--- config.mk ---
export PLATFORM = sky130hd
export DESIGN_NAME = legacy_rx_frame_emitter
export DESIGN_NICKNAME = d
export VERILOG_FILES = /design/src/legacy_rx_frame_pkg.sv /design/src/legacy_rx_frame_emitter.sv
export SDC_FILE = /design/constraint.sdc
export NUM_CORES = 1
export LEC_CHECK = 0
export BUFFER_PORTS_ARGS = -buffer_cell sky130_fd_sc_hd__buf_2
export CAP_MARGIN = 30
export CELL_PAD_IN_SITES_DETAIL_PLACEMENT = 1
export CELL_PAD_IN_SITES_GLOBAL_PLACEMENT = 1
export CORE_ASPECT_RATIO = 1.2
export CORE_MARGIN = 2
export CORE_UTILIZATION = 43
export DETAILED_ROUTE_END_ITERATION = 8
export GPL_TIMING_DRIVEN = 0
export PLACE_DENSITY = 0.87
export SLEW_MARGIN = 20
export SYNTH_ARGS = -nofsm -noshare
export SYNTH_HDL_FRONTEND = slang
export SYNTH_SLANG_ARGS = --single-unit
--- constraint.sdc ---
create_clock -name aclk -period 4.9 [get_ports aclk]
set_input_delay 0 -clock aclk [delete_from_list [all_inputs] [get_ports aclk]]
set_output_delay 0 -clock aclk [all_outputs]
set_load 0.02 [all_outputs]
--- src/legacy_rx_frame_pkg.sv ---
// constants, types and register map for the legacy receive frame emitter
`default_nettype none
package legacy_rx_frame_pkg;
    // -------------------------------------------------------------------
    // frame bytes
    // -------------------------------------------------------------------
    localparam logic [7:0]  START_DELIM    = 8'h7E;
    localparam logic [7:0]  TYPE_RX16      = 8'h81;
    localparam logic [7:0]  TYPE_IO64      = 8'h82;
    localparam logic [7:0]  CSUM_BASE      = 8'hFF;
    localparam logic [7:0]  API_SEL_LEGACY = 8'h02;
    localparam logic [15:0] LONG_ADDR_MARK = 16'hFFFE;
    // -------------------------------------------------------------------
    // byte offsets and field positions
    // -------------------------------------------------------------------
    localparam int OFS_LEN_HI   = 1;
    localparam int OFS_LEN_LO   = 2;
    localparam int OFS_TYPE     = 3;
    localparam int RX16_SRC     = 4;
    localparam int RX16_RSSI    = 6;
    localparam int RX16_OPT     = 7;
    localparam int RX16_DATA    = 8;
    localparam int RX16_HDR_LEN = 5;
    localparam int IO64_SRC     = 4;
    localparam int IO64_RSSI    = 12;
    localparam int IO64_OPT     = 13;
    localparam int IO64_CNT     = 14;
    localparam int IO64_MASK    = 15;
    localparam int IO64_DIG     = 17;
    localparam int IO64_ANA     = 19;
    localparam int IO64_HDR_LEN = 14;
    localparam int OPT_BCAST    = 1;
    localparam int OPT_ALLNET   = 2;
    localparam int DIG_LINES    = 9;
    localparam int ANA_LSB      = 9;
    localparam int ANA_CH       = 4;
    localparam int BUF_BYTES    = 27;
    // -------------------------------------------------------------------
    // register map
    // -------------------------------------------------------------------
    localparam logic [3:0]  CTRL_ADDR      = 4'h0;
    localparam logic [3:0]  OWN_ADDR_ADDR  = 4'h4;
    localparam logic [3:0]  STATUS_ADDR    = 4'h8;
    localparam logic [7:0]  API_SEL_RST    = 8'h00;
    localparam logic        API_MODE_RST   = 1'b0;
    localparam logic [15:0] OWN_ADDR_RST   = 16'h0000;
    localparam int          CTRL_MODE_BIT  = 8;
    localparam logic [1:0]  RESP_OKAY      = 2'b00;
    localparam logic [1:0]  RESP_SLVERR    = 2'b10;
    // -------------------------------------------------------------------
    // types
    // -------------------------------------------------------------------
    typedef struct packed {
        logic                          is_sample;
        logic [63:0]                   src_addr;
        logic [7:0]                    rssi_dbm;
        logic                          bcast;
        logic                          bcast_all;
        logic [7:0]                    sample_count;
        logic [15:0]                   chan_mask;
        logic [15:0]                   digital;
        logic [ANA_CH-1:0][15:0]       analog;
        logic [7:0]                    pl_len;
    } frame_req_s;
    typedef enum logic [3:0] {
        ST_IDLE = 4'b0001,
        ST_HDR  = 4'b0010,
        ST_PAY  = 4'b0100,
        ST_CSUM = 4'b1000
    } emit_state_e;
endpackage
`default_nettype wire

--- src/legacy_rx_frame_emitter.sv ---
// legacy receive frame emitter: short-address packet and long-address sample frames
// Operation
// RULE_01: frame opens with start byte, then 16-bit length of bytes before checksum.
// RULE_02: last byte is 0xFF minus low byte of sum from offset 3; host checks.
// RULE_03: output select 2 and own address below 0xFFFE: packet frame type 0x81.
// RULE_04: packet frame: type at 3, 16-bit source at 4, RSSI 6, options 7.
// RULE_05: RSSI byte carries unsigned magnitude of the signal level in dBm.
// RULE_06: option bit 0 reserved, bit 1 broadcast, bit 2 all-network broadcast.
// RULE_07: packet frame carries received payload from offset 8 up to checksum.
// RULE_08: output select 2 and own address 0xFFFE: sample frame type 0x82.
// RULE_09: sample frames go out only in framed API mode, else suppressed.
// RULE_10: sample frame: 64-bit source at 4, RSSI 12, options 13, count 14.
// RULE_11: byte at offset 14 gives the number of sample sets.
// RULE_12: 16-bit mask at 15: digital bits 0-8, analog 9-12, 13-15 unused.
// RULE_13: digital word at 17 only if digital mask nonzero; unsampled lines zero.
// RULE_14: one 16-bit word per enabled analog channel, channel 0 upward, from 19.
// RULE_15: without digital word, analog words follow mask; length and checksum adapt.
`timescale 1ns/100ps
`default_nettype none
module legacy_rx_frame_emitter
    import legacy_rx_frame_pkg::*;
#(
    parameter int AXI_AW = 4
) (
    input  wire logic              aclk,
    input  wire logic              aresetn,
    input  wire logic [AXI_AW-1:0] awaddr,
    input  wire logic              awvalid,
    output logic                   awready,
    input  wire logic [31:0]       wdata,
    input  wire logic [3:0]        wstrb,
    input  wire logic              wvalid,
    output logic                   wready,
    output logic [1:0]             bresp,
    output logic                   bvalid,
    input  wire logic              bready,
    input  wire logic [AXI_AW-1:0] araddr,
    input  wire logic              arvalid,
    output logic                   arready,
    output logic [31:0]            rdata,
    output logic [1:0]             rresp,
    output logic                   rvalid,
    input  wire logic              rready,
    input  wire frame_req_s        req,
    input  wire logic              req_valid,
    output logic                   req_ready,
    input  wire logic [7:0]        pl_data,
    input  wire logic              pl_valid,
    output logic                   pl_ready,
    output logic [7:0]             tx_data,
    output logic                   tx_valid,
    input  wire logic              tx_ready
);
    // -------------------------------------------------------------------
    // declarations
    // -------------------------------------------------------------------
    logic                          aw_hold_ff, w_hold_ff, bvalid_ff, rvalid_ff, wr_go;
    logic                          api_mode_ff, sample_ff, tx_valid_ff, req_fire, short_ok;
    logic                          samp_ok, go, out_free, load, last_byte;
    logic [AXI_AW-1:0]             awaddr_ff;
    logic [3:0]                    wstrb_ff;
    logic [1:0]                    bresp_ff, rresp_ff;
    logic [31:0]                   wdata_ff, rdata_ff;
    logic [7:0]                    api_sel_ff, drop_cnt_ff, sum_ff, tx_data_ff, nxt_byte;
    logic [7:0]                    rssi_b, opt_b;
    logic [15:0]                   own_addr_ff, sent_cnt_ff, len_ff, idx_ff, nxt_len, dig_w;
    emit_state_e                   st_ff;
    logic [BUF_BYTES-1:0][7:0]     buf_ff, nxt_buf;
    logic [4:0]                    pos;
    // -------------------------------------------------------------------
    // axi4-lite write channel
    // -------------------------------------------------------------------
    assign awready = !aw_hold_ff && !bvalid_ff;
    assign wready  = !w_hold_ff && !bvalid_ff;
    assign wr_go   = aw_hold_ff && w_hold_ff;
    assign bvalid  = bvalid_ff;
    assign bresp   = bresp_ff;
    always_ff @(posedge aclk) begin
        if (!aresetn) begin
            aw_hold_ff <= 1'b0;
            w_hold_ff  <= 1'b0;
            awaddr_ff  <= '0;
            wdata_ff   <= '0;
            wstrb_ff   <= '0;
        end else begin
            if (awvalid && awready) begin
                aw_hold_ff <= 1'b1;
                awaddr_ff  <= awaddr;
            end
            if (wvalid && wready) begin
                w_hold_ff <= 1'b1;
                wdata_ff  <= wdata;
                wstrb_ff  <= wstrb;
            end
            if (wr_go) begin
                aw_hold_ff <= 1'b0;
                w_hold_ff  <= 1'b0;
            end
        end
    end
    always_ff @(posedge aclk) begin
        if (!aresetn) begin
            bvalid_ff <= 1'b0;
            bresp_ff  <= RESP_OKAY;
        end else if (wr_go) begin
            bvalid_ff <= 1'b1;
            if (awaddr_ff[3:2] == CTRL_ADDR[3:2] || awaddr_ff[3:2] == OWN_ADDR_ADDR[3:2]
                || awaddr_ff[3:2] == STATUS_ADDR[3:2]) begin
                bresp_ff <= RESP_OKAY;
            end else begin
                bresp_ff <= RESP_SLVERR;
            end
        end else if (bready) begin
            bvalid_ff <= 1'b0;
        end
    end
    // status is read-only; writes to it are acknowledged and dropped
    always_ff @(posedge aclk) begin
        if (!aresetn) begin
            api_sel_ff  <= API_SEL_RST;
            api_mode_ff <= API_MODE_RST;
            own_addr_ff <= OWN_ADDR_RST;
        end else if (wr_go) begin
            if (awaddr_ff[3:2] == CTRL_ADDR[3:2]) begin
                if (wstrb_ff[0]) api_sel_ff <= wdata_ff[7:0];
                if (wstrb_ff[1]) api_mode_ff <= wdata_ff[CTRL_MODE_BIT];
            end else if (awaddr_ff[3:2] == OWN_ADDR_ADDR[3:2]) begin
                if (wstrb_ff[0]) own_addr_ff[7:0] <= wdata_ff[7:0];
                if (wstrb_ff[1]) own_addr_ff[15:8] <= wdata_ff[15:8];
            end
        end
    end
    // -------------------------------------------------------------------
    // axi4-lite read channel
    // -------------------------------------------------------------------
    assign arready = !rvalid_ff;
    assign rvalid  = rvalid_ff;
    assign rresp   = rresp_ff;
    assign rdata   = rdata_ff;
    always_ff @(posedge aclk) begin
        if (!aresetn) begin
            rvalid_ff <= 1'b0;
            rresp_ff  <= RESP_OKAY;
            rdata_ff  <= '0;
        end else if (arvalid && arready) begin
            rvalid_ff <= 1'b1;
            rresp_ff  <= RESP_OKAY;
            if (araddr[3:2] == CTRL_ADDR[3:2]) begin
                rdata_ff <= {23'h0, api_mode_ff, api_sel_ff};
            end else if (araddr[3:2] == OWN_ADDR_ADDR[3:2]) begin
                rdata_ff <= {16'h0, own_addr_ff};
            end else if (araddr[3:2] == STATUS_ADDR[3:2]) begin
                rdata_ff <= {sent_cnt_ff, drop_cnt_ff, 7'h0, (st_ff != ST_IDLE)};
            end else begin
                rdata_ff <= '0;
                rresp_ff <= RESP_SLVERR;
            end
        end else if (rready) begin
            rvalid_ff <= 1'b0;
        end
    end
    // -------------------------------------------------------------------
    // request qualification
    // -------------------------------------------------------------------
    assign req_ready = (st_ff == ST_IDLE);
    assign req_fire  = req_valid && req_ready;
    assign short_ok  = !req.is_sample && api_sel_ff == API_SEL_LEGACY
                       && own_addr_ff < LONG_ADDR_MARK; // [RULE_03]
    assign samp_ok   = req.is_sample && api_sel_ff == API_SEL_LEGACY
                       && own_addr_ff == LONG_ADDR_MARK
                       && api_mode_ff; // [RULE_08] [RULE_09]
    assign go        = short_ok || samp_ok;
    // -------------------------------------------------------------------
    // header image built at acceptance
    // -------------------------------------------------------------------
    assign rssi_b = 8'(-req.rssi_dbm); // [RULE_05]
    assign opt_b  = {5'h0, req.bcast_all, req.bcast, 1'b0}; // [RULE_06]
    assign dig_w  = req.digital & {7'h0, req.chan_mask[DIG_LINES-1:0]}; // [RULE_13]
    always_comb begin
        nxt_buf = '0;
        pos     = 5'(IO64_DIG);
        nxt_buf[0] = START_DELIM; // [RULE_01]
        if (req.is_sample) begin
            nxt_buf[OFS_TYPE] = TYPE_IO64; // [RULE_08]
            for (int i = 0; i < 8; i++) begin
                nxt_buf[IO64_SRC+i] = req.src_addr[63-8*i -: 8]; // [RULE_10]
            end
            nxt_buf[IO64_RSSI] = rssi_b;
            nxt_buf[IO64_OPT]  = opt_b;
            nxt_buf[IO64_CNT]  = req.sample_count; // [RULE_11]
            nxt_buf[IO64_MASK]   = {3'h0, req.chan_mask[12:8]}; // [RULE_12]
            nxt_buf[IO64_MASK+1] = req.chan_mask[7:0];
            if (|req.chan_mask[DIG_LINES-1:0]) begin
                nxt_buf[pos]        = dig_w[15:8]; // [RULE_13]
                nxt_buf[pos+5'd1]   = dig_w[7:0];
                pos = pos + 5'd2; // [RULE_15]
            end
            for (int c = 0; c < ANA_CH; c++) begin
                if (req.chan_mask[ANA_LSB+c]) begin
                    nxt_buf[pos]      = req.analog[c][15:8]; // [RULE_14]
                    nxt_buf[pos+5'd1] = req.analog[c][7:0];
                    pos = pos + 5'd2;
                end
            end
            nxt_len = 16'(pos) - 16'(OFS_TYPE); // [RULE_15]
        end else begin
            nxt_buf[OFS_TYPE]   = TYPE_RX16; // [RULE_04]
            nxt_buf[RX16_SRC]   = req.src_addr[15:8];
            nxt_buf[RX16_SRC+1] = req.src_addr[7:0];
            nxt_buf[RX16_RSSI]  = rssi_b;
            nxt_buf[RX16_OPT]   = opt_b;
            nxt_len = 16'(RX16_HDR_LEN) + 16'(req.pl_len); // [RULE_07]
        end
        nxt_buf[OFS_LEN_HI] = nxt_len[15:8]; // [RULE_01]
        nxt_buf[OFS_LEN_LO] = nxt_len[7:0];
    end
    // -------------------------------------------------------------------
    // byte emission
    // -------------------------------------------------------------------
    // output register only advances when it is empty or the host side takes its byte
    assign out_free  = !tx_valid_ff || tx_ready;
    assign pl_ready  = (st_ff == ST_PAY) && out_free; // [RULE_07]
    assign load      = out_free && (st_ff == ST_HDR || st_ff == ST_CSUM
                       || (st_ff == ST_PAY && pl_valid));
    assign last_byte = (idx_ff == len_ff + 16'd2);
    assign tx_data   = tx_data_ff;
    assign tx_valid  = tx_valid_ff;
    always_comb begin
        case (st_ff)
            ST_HDR:  nxt_byte = buf_ff[idx_ff[4:0]];
            ST_PAY:  nxt_byte = pl_data;
            ST_CSUM: nxt_byte = CSUM_BASE - sum_ff; // [RULE_02]
            default: nxt_byte = 8'h00;
        endcase
    end
    always_ff @(posedge aclk) begin
        if (!aresetn) begin
            st_ff     <= ST_IDLE;
            buf_ff    <= '0;
            len_ff    <= '0;
            idx_ff    <= '0;
            sample_ff <= 1'b0;
        end else begin
            case (st_ff)
                ST_IDLE: begin
                    if (req_fire && go) begin
                        buf_ff    <= nxt_buf;
                        len_ff    <= nxt_len;
                        idx_ff    <= '0;
                        sample_ff <= req.is_sample;
                        st_ff     <= ST_HDR;
                    end
                end
                ST_HDR: begin
                    if (load) begin
                        idx_ff <= idx_ff + 16'd1;
                        if (last_byte) begin
                            st_ff <= ST_CSUM;
                        end else if (!sample_ff && idx_ff == 16'(RX16_DATA-1)) begin
                            st_ff <= ST_PAY; // [RULE_07]
                        end
                    end
                end
                ST_PAY: begin
                    if (load) begin
                        idx_ff <= idx_ff + 16'd1;
                        if (last_byte) st_ff <= ST_CSUM;
                    end
                end
                ST_CSUM: begin
                    if (load) st_ff <= ST_IDLE;
                end
                default: st_ff <= ST_IDLE;
            endcase
        end
    end
    // checksum runs over everything after the length field
    always_ff @(posedge aclk) begin
        if (!aresetn) begin
            sum_ff <= '0;
        end else if (st_ff == ST_IDLE) begin
            sum_ff <= '0;
        end else if (load && st_ff != ST_CSUM && idx_ff >= 16'(OFS_TYPE)) begin
            sum_ff <= sum_ff + nxt_byte; // [RULE_02]
        end
    end
    always_ff @(posedge aclk) begin
        if (!aresetn) begin
            tx_valid_ff <= 1'b0;
            tx_data_ff  <= '0;
        end else if (out_free) begin
            tx_valid_ff <= load;
            if (load) tx_data_ff <= nxt_byte;
        end
    end
    // counters wrap; software takes differences
    always_ff @(posedge aclk) begin
        if (!aresetn) begin
            drop_cnt_ff <= '0;
            sent_cnt_ff <= '0;
        end else begin
            if (req_fire && !go) drop_cnt_ff <= drop_cnt_ff + 8'd1; // [RULE_09]
            if (st_ff == ST_CSUM && load) sent_cnt_ff <= sent_cnt_ff + 16'd1;
        end
    end
endmodule // legacy_rx_frame_emitter
`default_nettype wire

Yosys cells after proc, flatten, opt, wreduce, memory -nomap -nowiden
Cells that the tools add are included.
- add/sub/neg operators: 17
- multiply operators: 0
- divide/modulo/power cells: 0
- $lt $le $gt $ge: 19
- equality and inequality tests: 21
- shifts and indexed selects: 0
- muxes and demuxes: 72
- bitwise gates (word level): 3
- reduce and logical (&&, ||, !) cells: 60
- operators by type and width (operator ; number):
    216-bit bitwise mux ; 8
    216-bit 2-to-1 mux ; 7
    8-bit demux with 5-bit select ; 8
    152-bit 2-to-1 mux ; 1
    32-bit 2-to-1 mux ; 3
    16-bit 2-to-1 mux ; 5
    8-bit 2-to-1 mux ; 10
    5-bit by 6-bit less-than comparator with 1-bit output, second input constant ; 9
    5-bit 2-to-1 mux ; 9
    8-bit binary-select mux with 5-bit select ; 1
    5-bit by 1-bit >= comparator with 1-bit output, second input constant ; 8
    40-bit 2-to-1 mux ; 1
    16-bit by 1-bit adder with 16-bit output, second input constant ; 2
    16-bit case mux with 2 select lines ; 1
    1-bit logical AND ; 29
    4-bit 2-to-1 mux ; 7
    8-bit case mux with 3 select lines ; 1
    5-bit by 1-bit adder with 5-bit output, second input constant ; 4
    5-bit by 2-bit adder with 5-bit output, second input constant ; 4
    16-bit by 2-bit adder with 16-bit output, second input constant ; 1
    16-bit by 9-bit bitwise AND with 16-bit output ; 1
    16-bit equality test ; 1
    16-bit equality test, second input constant ; 1
    16-bit by 3-bit equality test with 1-bit output, second input constant ; 1
    other kinds (34) ; 69
- register bits after elaboration: 381
- bits in latches: 0
- bits in writable memories: 0
- memory bits (read-only): 0
- bits of input ports: 249
- output and inout port bits: 52
- word-level logic and storage cells: 242
- memories: 0

Depth between registers and ports, before layout
Gate-level depths: netlist of the first run.
- depth in word-level cells: 23
- gate-level depth with buffers: 19
- depth with buffers taken out: 16

Worst setup path before layout of the first run
OpenSTA, ideal clock, no wires.
- path type: input port to flip-flop
- start: in req[93] in the netlist's numbering
- end: reg buf_ff[186] in the netlist's numbering
- library setup time: 0.128 ns
- arrival time: 3.704 ns
- slack: 1.068 ns
- stages: 18
- path through: nor4_1 -> nand3_1 -> inv_1 -> buf_1 -> ha_1 -> clkbuf_1 -> mux2i_1 -> ha_1 -> clkbuf_1 -> mux2i_1 -> inv_1 -> ha_1 -> nand2_1 -> nor3_1 -> clkbuf_1 -> o21ai_0 -> a22oi_1 -> nor2_1
- word-level cells in the longest chain between the ends: 23
- RTL lines (what ; line ; RTL):
    start: declaration ; legacy_rx_frame_emitter.sv:44 ; input wire frame_req_s req,
    9-bit OR reduction * ; legacy_rx_frame_emitter.sv:193 ; if (|req.chan_mask[DIG_LINES-1:0]) begin
    2-bit 2-to-1 mux * ; legacy_rx_frame_emitter.sv:193 ;
    5-bit 2-to-1 mux * ; legacy_rx_frame_emitter.sv:183 ; if (req.is_sample) begin
    parallel branches: the longest is 18 deep, another holds 5-bit by 6-bit less-than comparator with 1-bit output ; - ;
    216-bit 2-to-1 mux * ; legacy_rx_frame_emitter.sv:199 ; if (req.chan_mask[ANA_LSB+c]) begin
    152-bit 2-to-1 mux * ; legacy_rx_frame_emitter.sv:183 ;
    end signal: assignment ; legacy_rx_frame_emitter.sv:247 ; buf_ff <= nxt_buf;
    end: declaration ; legacy_rx_frame_emitter.sv:68 ; logic [BUF_BYTES-1:0][7:0] buf_ff, nxt_buf;
Mark *: on every way between the ends. The select of a mux whose other input is x is not followed.
A chain may end at the register's enable or synchronous reset.

Worst setup path after layout of the first run
- start: reg idx_ff[1]
- end: reg sum_ff[6]
- word-level cells in the longest chain between the ends: 4
- RTL lines (what ; line ; RTL):
    start: declaration ; legacy_rx_frame_emitter.sv:66 ; logic [15:0] own_addr_ff, sent_cnt_ff, len_ff, idx_ff, nxt_len, dig_w;
    start signal: assignment ; legacy_rx_frame_emitter.sv:256 ; idx_ff <= idx_ff + 16'd1;
    start signal: assignment ; legacy_rx_frame_emitter.sv:266 ; idx_ff <= idx_ff + 16'd1;
    8-bit binary-select mux with 5-bit select ; legacy_rx_frame_emitter.sv:230 ; ST_HDR: nxt_byte = buf_ff[idx_ff[4:0]];
    8-bit 2-to-1 mux (implied by the code) ; legacy_rx_frame_emitter.sv:230 ;
    8-bit case mux with 3 select lines ; legacy_rx_frame_emitter.sv:229 ; case (st_ff)
    named net nxt_byte[0] ; legacy_rx_frame_emitter.sv:64 ; logic [7:0] api_sel_ff, drop_cnt_ff, sum_ff, tx_data_ff, nxt_byte;
    8-bit adder ; legacy_rx_frame_emitter.sv:284 ; sum_ff <= sum_ff + nxt_byte;
    end signal: assignment ; legacy_rx_frame_emitter.sv:284 ;
    end: declaration ; legacy_rx_frame_emitter.sv:64 ;
The timed path passes the listed nets, and every way through them passes these cells. The select of a mux whose other input is x is not followed.

==> impl_metrics.tcl, run 1 <==
set metrics [dict create \
    final_common_cell "dfxtp_1" \
    cp_max_fo 10 \
    grt_pass1_wl_um 146000 \
    areaGrowthSynthToFinish_pct 24.6 \
    drt_wl_total_um 99700 \
    synth_edf_count 0 \
    placed_cell_area_um2 22000 \
    cts_buffer_depth 3 \
    worstPathRequired_ns 5.40 \
    clock.fmax_mhz 212 \
    worstPathArrival_ns 5.21 \
    syn_area_per_cell_um2 8.39 \
    cts_buffers 39 \
    synth.yosys.seq_area_share 0.356 \
    grt_max_degree 14 \
    drt_first_pass_iters 7 \
    drive_above_1_share 0.172 \
    io_pins 301 \
    initial_utilization 0.436 \
    final_cell_mix "dfxtp_1 (355), nand2_1 (317), buf_2 (287)" \
    worst_pin_slew_ns 1.03 \
    max-slew-margin-rel 0.307 \
    start_kind "flop" \
    dp_hpwl_um 68400 \
    ys.flop_type "dfxtp_1" \
    cts_tree "done" \
    r2r_start "idx_ff[1]" \
    die-area_um2 48200 \
    ys_types 85 \
    vias 22500 \
    crit_type "reg2reg" \
    holdWs_ns 0.00915 \
    rr_worst_depth 18 \
    finClkSkew_ns 0.0201 \
    tns_ns 0 \
    worstSetupStartpoint "idx_ff[1]" \
    period_minus_slack_ns 4.71 \
    die_y_um 240 \
    track_usage 0.403 \
    die-width_um 201 \
    path_clk_slew_ns 0.07 \
    hold_depth 5 \
    antenna_found_initial 6 \
    row_count 86 \
    stdcell_area_um2 24900 \
    yosys_warnings 0 \
    grt_overflow 0 \
    min_path_type "in2reg" \
    numPortBuffers 256 \
    route.detailed.drc 0 \
    ctsHtreeMaxLevel 2 \
    antenna_left 0 \
    grt_pass1_vias 23500 \
    status "completed" \
    max-cap-violations 0 \
    synthArstFlopShare 0 \
    fillers 5543 \
    core_um2 45800 \
    place_congestion 0.979 \
    drtIter0Drc 2214 \
    ys_ff_latch 355 \
    finalHoldViolCount 0 \
    p_per_area_nw_per_um2 288 \
    clkSinkCount 355 \
    finalSetupViolCount 0 \
    peakVddDrop_uv 222 \
    ctsRootBufferMaster "clkbuf_16" \
    synthCells 2381 \
    period_share 0.961 \
    slew_viol_final 0 \
    crit_path_end_kind "flop" \
    leakage_nw 9.81 \
    ff2ff_setup_slack_ns 0.19 \
    clk_latency_ns 0.58 \
    post_drt_via_cell_ratio 6.46 \
    final_nets 3110 \
    worstHoldStart "req[173]" \
    fin_total_pwr_mw 7.17 \
    drt-wirelength-per-cell_um 28.7 \
    synth_area_um2 20000 \
    rsz0062_at_grt "false" \
]
-- path summary, 6_finish.rpt --
check	end
max	sum_ff[6]
min	buf_ff[43]
max reg2reg	sum_ff[6]
min reg2reg	buf_ff[120]
-- through the flow --
step                cells  worst slack (ns)  utilization
global route         3479            0.0124        0.542
detailed placement   3257            -0.725        0.481
CTS                  3470           0.00307        0.541
finish               3481             0.192        0.543
floorplan            2382              1.07            -
global placement     3254            -0.843        0.480
-- repair_timing --
item,4_1_cts,5_1_grt
gates resized for setup,1,7
hold buffers,149,0
setup endpoints to repair,7,147
hold endpoints to repair,149,0
setup buffers,0,2
-- kinds of logic after synthesis --
group / share of synthesized area
xor gates and xnor gates: 0.0296
AOI/OAI and AO/OA: 0.187
DFF: 0.356
and+or+nand+nor: 0.193
other: 0.000188
adders and majority gates: 0.0152
muxes: 0.173
buffers and inverters: 0.0459
-- cell type report --
type | count | area (µm²) | area share
Timing Repair Buffer | 416 | 2860 | 0.115
Antenna cell | 4 | 10.0 | 0.000402
Multi-Input combinational cell | 1806 | 12000 | 0.481
Buffer | 192 | 808 | 0.0325
Clock inverter | 11 | 126 | 0.00508
Clock buffer | 53 | 1110 | 0.0446
Inverter | 28 | 109 | 0.00438
Tap cell | 616 | 771 | 0.0310
Sequential cell | 355 | 7110 | 0.286
-- sequential cells by signal (all words and copies together), names as in the netlist, 2 cells and up --
signal	cells
idx_ff	16
wstrb_ff	2
own_addr_ff	16
sent_cnt_ff	16
api_sel_ff	8
awaddr_ff	2
buf_ff	200
wdata_ff	16
tx_data	8
sum_ff	8
len_ff	10
drop_cnt_ff	8
st_ff	4
rdata	32
-- critical path, stage by stage, from the launching register on --
cell       delay (ns)
dfxtp_1          0.35
buf_2            0.25
buf_4            0.28
buf_2            0.38
mux2i_1          0.27
o2bb2ai_1        0.20
mux2i_1          0.13
mux4_2           0.58
o221ai_1         0.29
ha_1             0.25
inv_1            0.07
fa_1             0.38
nor2b_1          0.16
o21ai_0          0.13
a21boi_0         0.30
o21a_1           0.19
nor3_1           0.06
nand3b_1         0.17
a21oi_1          0.16
-- where the power goes --
group          internal, mW  switching, mW  leakage [nW]
clock network          1.69           1.34         0.608
logic                 0.404          0.753          6.34
registers              2.93         0.0471          2.86
total                  5.02           2.14          9.81
-- synth_stat cells (34+ instances only) --
cell	n	share of area
a22oi_1	102	0.038
nand3_1	34	0.0085
nor2_1	285	0.054
mux4_2	56	0.063
mux2i_1	175	0.088
xnor2_1	35	0.015
mux2_2	36	0.020
dfxtp_1	355	0.36
nor3_1	55	0.014
nand2_1	317	0.060
a21oi_1	126	0.032
clkbuf_1	145	0.027
o21ai_0	193	0.048
-- metal layers --
metal	up-vias	track usage	share of wire
li1	9488	-	-
met1	11100	0.452	0.36
met2	1439	0.683	0.47
met3	499	0.0813	0.085
met4	2	0.295	0.081
met5	-	0	0.00013
Power figures use the tool's default switching activity.
==> inputs of run 2 (changes only) <==
--- a/config.mk
+++ b/config.mk
@@ -14,7 +14,7 @@
 export CORE_UTILIZATION = 43
 export DETAILED_ROUTE_END_ITERATION = 8
 export GPL_TIMING_DRIVEN = 0
-export PLACE_DENSITY = 0.87
+export PLACE_DENSITY = 0.85
 export SLEW_MARGIN = 20
 export SYNTH_ARGS = -nofsm -noshare
 export SYNTH_HDL_FRONTEND = slang
==> run 2 against run 1 <==
Compared with the run above: the flow now finishes with violations (hold timing); via count is 1.2% lower; clock skew is 0.021 ns higher; final cell count is 0.37% higher; die area stayed put; fmax is 0.78% lower; core utilization is 0.33 points higher; worst setup slack worse by 0.037 ns; clock power is 6% higher; register-to-register slack worse by 0.04 ns; count of clock-buffer cells in the layout is 2 higher; sequential share of layout area is 0.17 points lower; critical endpoint is now sum_ff[7]; largest cell class unchanged.
==> impl_metrics.tcl, run 2 (synthesized netlist as in run 1, its figures left out) <==
set metrics [dict create \
    track_usage 0.396 \
    min_path_type "in2reg" \
    path_clk_slew_ns 0.07 \
    ctsRootBufferMaster "clkbuf_16" \
    start_kind "flop" \
    peakVddDrop_uv 256 \
    leakage_nw 9.87 \
    max-cap-violations 0 \
    drive_above_1_share 0.171 \
    die-width_um 201 \
    holdWs_ns -0.0267 \
    core_um2 45800 \
    post_drt_via_cell_ratio 6.36 \
    finalHoldViolCount 2 \
    period_minus_slack_ns 4.75 \
    rsz0062_at_grt "false" \
    cp_max_fo 10 \
    place_congestion 0.998 \
    ctsHtreeMaxLevel 2 \
    rr_worst_depth 17 \
    final_cell_mix "dfxtp_1 (355), nand2_1 (317), buf_2 (288)" \
    drt_first_pass_iters 5 \
    row_count 86 \
    worstPathArrival_ns 5.21 \
    reg2reg_to "sum_ff[7]" \
    clock.fmax_mhz 211 \
    cts_buffers 39 \
    p_per_area_nw_per_um2 293 \
    final_nets 3112 \
    hold_end "buf_ff[58]" \
    numPortBuffers 256 \
    largest_register_ffs 200 \
    io_pins 301 \
    r2r_start "idx_ff[1]" \
    violations "hold timing" \
    worst_pin_slew_ns 1.09 \
    postLayoutSetupSlackWorst_ns 0.155 \
    placedCellCount 3256 \
    finalSetupViolCount 0 \
    clkSinkCount 355 \
    worstPathRequired_ns 5.36 \
    die-area_um2 48200 \
    pre_cts_slack_ns -1.22 \
    drt-wirelength-per-cell_um 28.1 \
    vias 22200 \
    finalNonFillerCells 3494 \
    status "finished, violations left" \
    die_y_um 240 \
    placed_cell_area_um2 22000 \
    top_register "buf_ff" \
    grt_pass1_wl_um 144000 \
    worstHoldStart "req[66]" \
    slew_viol_final 0 \
    worstSetupStartpoint "idx_ff[1]" \
    grt_max_degree 14 \
    max-slew-margin-rel 0.277 \
    hold_depth 5 \
    cts_tree "done" \
    crit_type "reg2reg" \
    stdcell_area_um2 25000 \
    drt_wl_total_um 98000 \
    grt_pass1_vias 23100 \
    cts_buffer_depth 3 \
    clk_latency_ns 0.61 \
    final_common_cell "dfxtp_1" \
    areaGrowthSynthToFinish_pct 25.3 \
    antenna_found_initial 13 \
    initial_utilization 0.436 \
    crit_path_end_kind "flop" \
    period_share 0.968 \
    drtIter0Drc 2073 \
    dp_hpwl_um 67800 \
    ff2ff_setup_slack_ns 0.15 \
    finClkSkew_ns 0.0413 \
    grt_overflow 0 \
    route.detailed.drc 0 \
    antenna_left 0 \
]
run 2: cell count changes in the layout (fill, tap and decap cells not counted), sizes merged:
cell         change
bufinv           +2
buf              -2
dlygate4sd3      +6
clkinvlp         -1
clkinv           +1
diode            +7
run 2: metrics by stage:
stage	TNS [ns]	utilization	total power, mW
2_1_floorplan	0	-	3.59
3_3_place_gp	-40.21	0.480	3.98
3_5_place_dp	-70.30	0.481	4.01
4_1_cts	0	0.544	7.19
5_1_grt	0	0.546	7.47
6_report	0	0.546	7.32
run 2: worst max-delay path by stage:
stage,end
6_report,sum_ff[7]
5_1_grt,sum_ff[7]
4_1_cts,buf_ff[191]
3_5_place_dp,buf_ff[191]
3_3_place_gp,buf_ff[191]
2_1_floorplan,buf_ff[186]
run 2: cell type report:
cell class,count,area [µm²]
antenna,11,27.5
buffer,191,803
clock buffer,55,1140
clock inverter,13,198
fill,5556,20800
inverter,28,105
multi-input combinational,1806,12000
sequential,355,7110
tap,616,771
timing repair buffer,419,2890
run 2: timing repair:
action / CTS / global route
hold buffers: 155 / 0
buffers inserted: 0 / 0
setup endpoints to repair: 25 / 111
endpoints found under the hold margin: 160 / 0
resized for setup: 2 / 5
run 2: critical path, stage by stage (launching register included):
cell and delay [ns]:
dfxtp_1 0.35, buf_2 0.25, buf_2 0.33, buf_2 0.42, mux2i_1 0.46, o2bb2ai_1 0.13
mux2i_1 0.23, o211ai_1 0.11, o21ai_1 0.28, o221ai_1 0.24, ha_1 0.33, a21o_1 0.18
a21oi_1 0.20, o21ai_0 0.18, o41ai_1 0.44, nor2_1 0.09, mux2_2 0.29, mux2i_1 0.11
run 2: layer usage:
layer | up-vias | wire length [µm] | track usage
li1 | 9506 | - | -
met1 | 10900 | 35400 | 0.442
met2 | 1302 | 46400 | 0.669
met3 | 504 | 7910 | 0.0802
met4 | 4 | 8350 | 0.305
met5 | - | 26 | 0
run 2: power by group:
| group | internal [mW] | total, mW | switching, mW |
|---|---|---|---|
| Combinational | 0.406 | 1.14 | 0.738 |
| Clock | 1.84 | 3.21 | 1.37 |
| Sequential | 2.93 | 2.97 | 0.0452 |
| Total | 5.17 | 7.32 | 2.15 |
==> inputs of run 3 (changes only) <==
--- a/config.mk
+++ b/config.mk
@@ -7,14 +7,14 @@
 export LEC_CHECK = 0
 export BUFFER_PORTS_ARGS = -buffer_cell sky130_fd_sc_hd__buf_2
 export CAP_MARGIN = 30
-export CELL_PAD_IN_SITES_DETAIL_PLACEMENT = 1
+export CELL_PAD_IN_SITES_DETAIL_PLACEMENT = 0
 export CELL_PAD_IN_SITES_GLOBAL_PLACEMENT = 1
 export CORE_ASPECT_RATIO = 1.2
 export CORE_MARGIN = 2
-export CORE_UTILIZATION = 43
+export CORE_UTILIZATION = 47
 export DETAILED_ROUTE_END_ITERATION = 8
 export GPL_TIMING_DRIVEN = 0
-export PLACE_DENSITY = 0.85
+export PLACE_DENSITY = 0.92
 export SLEW_MARGIN = 20
 export SYNTH_ARGS = -nofsm -noshare
 export SYNTH_HDL_FRONTEND = slang
==> constraint.sdc (replaced) <==
create_clock -name aclk -period 5.65 [get_ports aclk]
set_input_delay 0 -clock aclk [delete_from_list [all_inputs] [get_ports aclk]]
set_output_delay 0 -clock aclk [all_outputs]
set_load 0.02 [all_outputs]
==> run 3 against run 2 <==
Compared with the run above: the run now ends clean; die area shrank 8.4%; flip-flop and latch count stayed put; largest cell class unchanged; clock skew decreased by 0.018 ns; worst setup slack gained 0.29 ns; non-clock buffer count is 8 higher; count of clock-buffer cells in the layout is 2 higher; sequential power fell by 13%; register-to-register slack better by 0.88 ns; final cell count decreased by 2.0%; global-route usage decreased by 3.4 points; clock power down 22%.
==> impl_metrics.tcl, run 3 (synthesized netlist as in run 1, its figures left out) <==
set metrics [dict create \
    io_pins 301 \
    grt_overflow 0 \
    slew_viol_final 0 \
    ctsRootBufferMaster "clkbuf_16" \
    max-slew-margin-rel 0.298 \
    worst_pin_slew_ns 1.04 \
    drt-wirelength-per-cell_um 24.1 \
    path_clk_slew_ns 0.06 \
    period_minus_slack_ns 5.21 \
    status "completed" \
    drt_wl_total_um 82400 \
    final_cell_mix "dfxtp_1 (355), nand2_1 (317), buf_2 (287)" \
    leakage_nw 9.85 \
    drive_above_1_share 0.168 \
    grt_pass1_vias 20700 \
    cp_max_fo 14 \
    top_register "buf_ff" \
    finClkSkew_ns 0.0235 \
    antenna_left 0 \
    clock.fmax_mhz 192 \
    dp_hpwl_um 61500 \
    clkSinkCount 355 \
    die-width_um 192 \
    place_congestion 1.01 \
    tns_ns 0 \
    areaGrowthSynthToFinish_pct 24.4 \
    vias 21200 \
    die-area_um2 44200 \
    peakVddDrop_uv 268 \
    ctsHtreeMaxLevel 2 \
    crit_path_end_kind "flop" \
    cts_buffers 38 \
    core_um2 41900 \
    regArea_um2 7110 \
    placedCellCount 3185 \
    worstPathArrival_ns 5.67 \
    largest_register_ffs 200 \
    max-cap-violations 0 \
    grt_max_degree 15 \
    final_common_cell "dfxtp_1" \
    drt_first_pass_iters 6 \
    finalNonFillerCells 3423 \
    slowest_delay_ns 0.61 \
    worstPathRequired_ns 6.11 \
    crit_type "in2reg" \
    cts_buffer_depth 3 \
    finalSetupViolCount 0 \
    start_kind "input port" \
    drtIter0Drc 2094 \
    fillers 3791 \
    path_cells "buf_2 > nor4_1 > nand3_1 > inv_1 > ha_1 > clkbuf_1 > mux2i_1 > ha_1 > clkbuf_1 > mux2i_2 > inv_1 > ha_1 > xnor2_2 > nand3_1 > clkbuf_1 > o211ai_1 > a31oi_1 > dlygate4sd3_1" \
    cts_setup_buffers 0 \
    clk_latency_ns 0.58 \
    route.detailed.drc 0 \
    post_drt_via_cell_ratio 6.19 \
    antenna_found_initial 2 \
    multiInputGateArea_um2 12000 \
    row_count 82 \
    initial_utilization 0.477 \
    period_share 0.922 \
    numPortBuffers 256 \
    cts_tree "done" \
    critPathSlowestCell "dlygate4sd3_1" \
    finalHoldViolCount 0 \
    min_path_type "in2reg" \
    final_nets 3119 \
    fin_total_pwr_mw 6.03 \
    rsz0062_at_grt "false" \
    track_usage 0.363 \
    grt_pass1_wl_um 121000 \
    p_per_area_nw_per_um2 243 \
    die_y_um 230 \
]
run 3: area by class of cell:
| class | count | share of cell area |
|---|---|---|
| Sequential cell | 355 | 0.286 |
| Timing Repair Buffer | 426 | 0.119 |
| Clock buffer | 57 | 0.0453 |
| Antenna cell | 3 | 0.000302 |
| Multi-Input combinational cell | 1806 | 0.482 |
| Tap cell | 546 | 0.0275 |
| Inverter | 28 | 0.00423 |
| Buffer | 192 | 0.0325 |
| Clock inverter | 10 | 0.00328 |
run 3: timing repair:
action | in CTS | in global routing
gates resized for setup | 0 | 1
setup endpoints to repair | 0 | 5
hold buffers | 164 | 0
endpoints found under the hold margin | 158 | 0
run 3: stage by stage:
step,util,area [µm²],hold WS [ns],setup WS (ns)
after global routing,0.593,24800,0.0233,0.165
after global placement,0.524,21900,0.188,-0.0275
after floorplan,-,20000,0.0990,1.82
after CTS,0.592,24800,0.000406,0.264
final,0.593,24800,0.0181,0.442
after detailed placement,0.524,21900,0.197,-0.143
run 3: routing by layer:
| layer | share of wire | up-vias | global-route usage |
|---|---|---|---|
| met2 | 0.47 | 1194 | 0.606 |
| met4 | 0.062 | 0 | 0.206 |
| met1 | 0.39 | 10200 | 0.436 |
| met3 | 0.084 | 317 | 0.0665 |
| met5 | 0 | - | 0 |
| li1 | - | 9512 | - |
run 3: path summary, 6_finish.rpt:
| path | from | end | slack (ns) | depth (start not counted) |
|---|---|---|---|---|
| worst max-delay path | req[93] | buf_ff[35] | 0.44 | 18 |
| worst min-delay path | req[183] | buf_ff[37] | 0.02 | 5 |
| worst max register to register | idx_ff[1] | sum_ff[7] | 1.03 | 15 |
| worst min register to register | buf_ff[136] | buf_ff[136] | 0.45 | 2 |
run 3: worst max-delay path: cells and delay by family:
kind / cells / cell delay [ns]
buffers and inverters: 7 / 2.13
adder cells (fa/ha/maj): 3 / 0.91
AO/OA/AOI/OAI: 2 / 0.44
XOR/XNOR: 1 / 0.42
multiplexers: 2 / 0.64
AND/OR/NAND/NOR: 3 / 1.08
run 3: report_power, final:
part           internal (mW)  switching (mW)
Sequential              2.54          0.0348
Combinational          0.351           0.601
Clock                   1.38            1.12
Total                   4.27            1.75
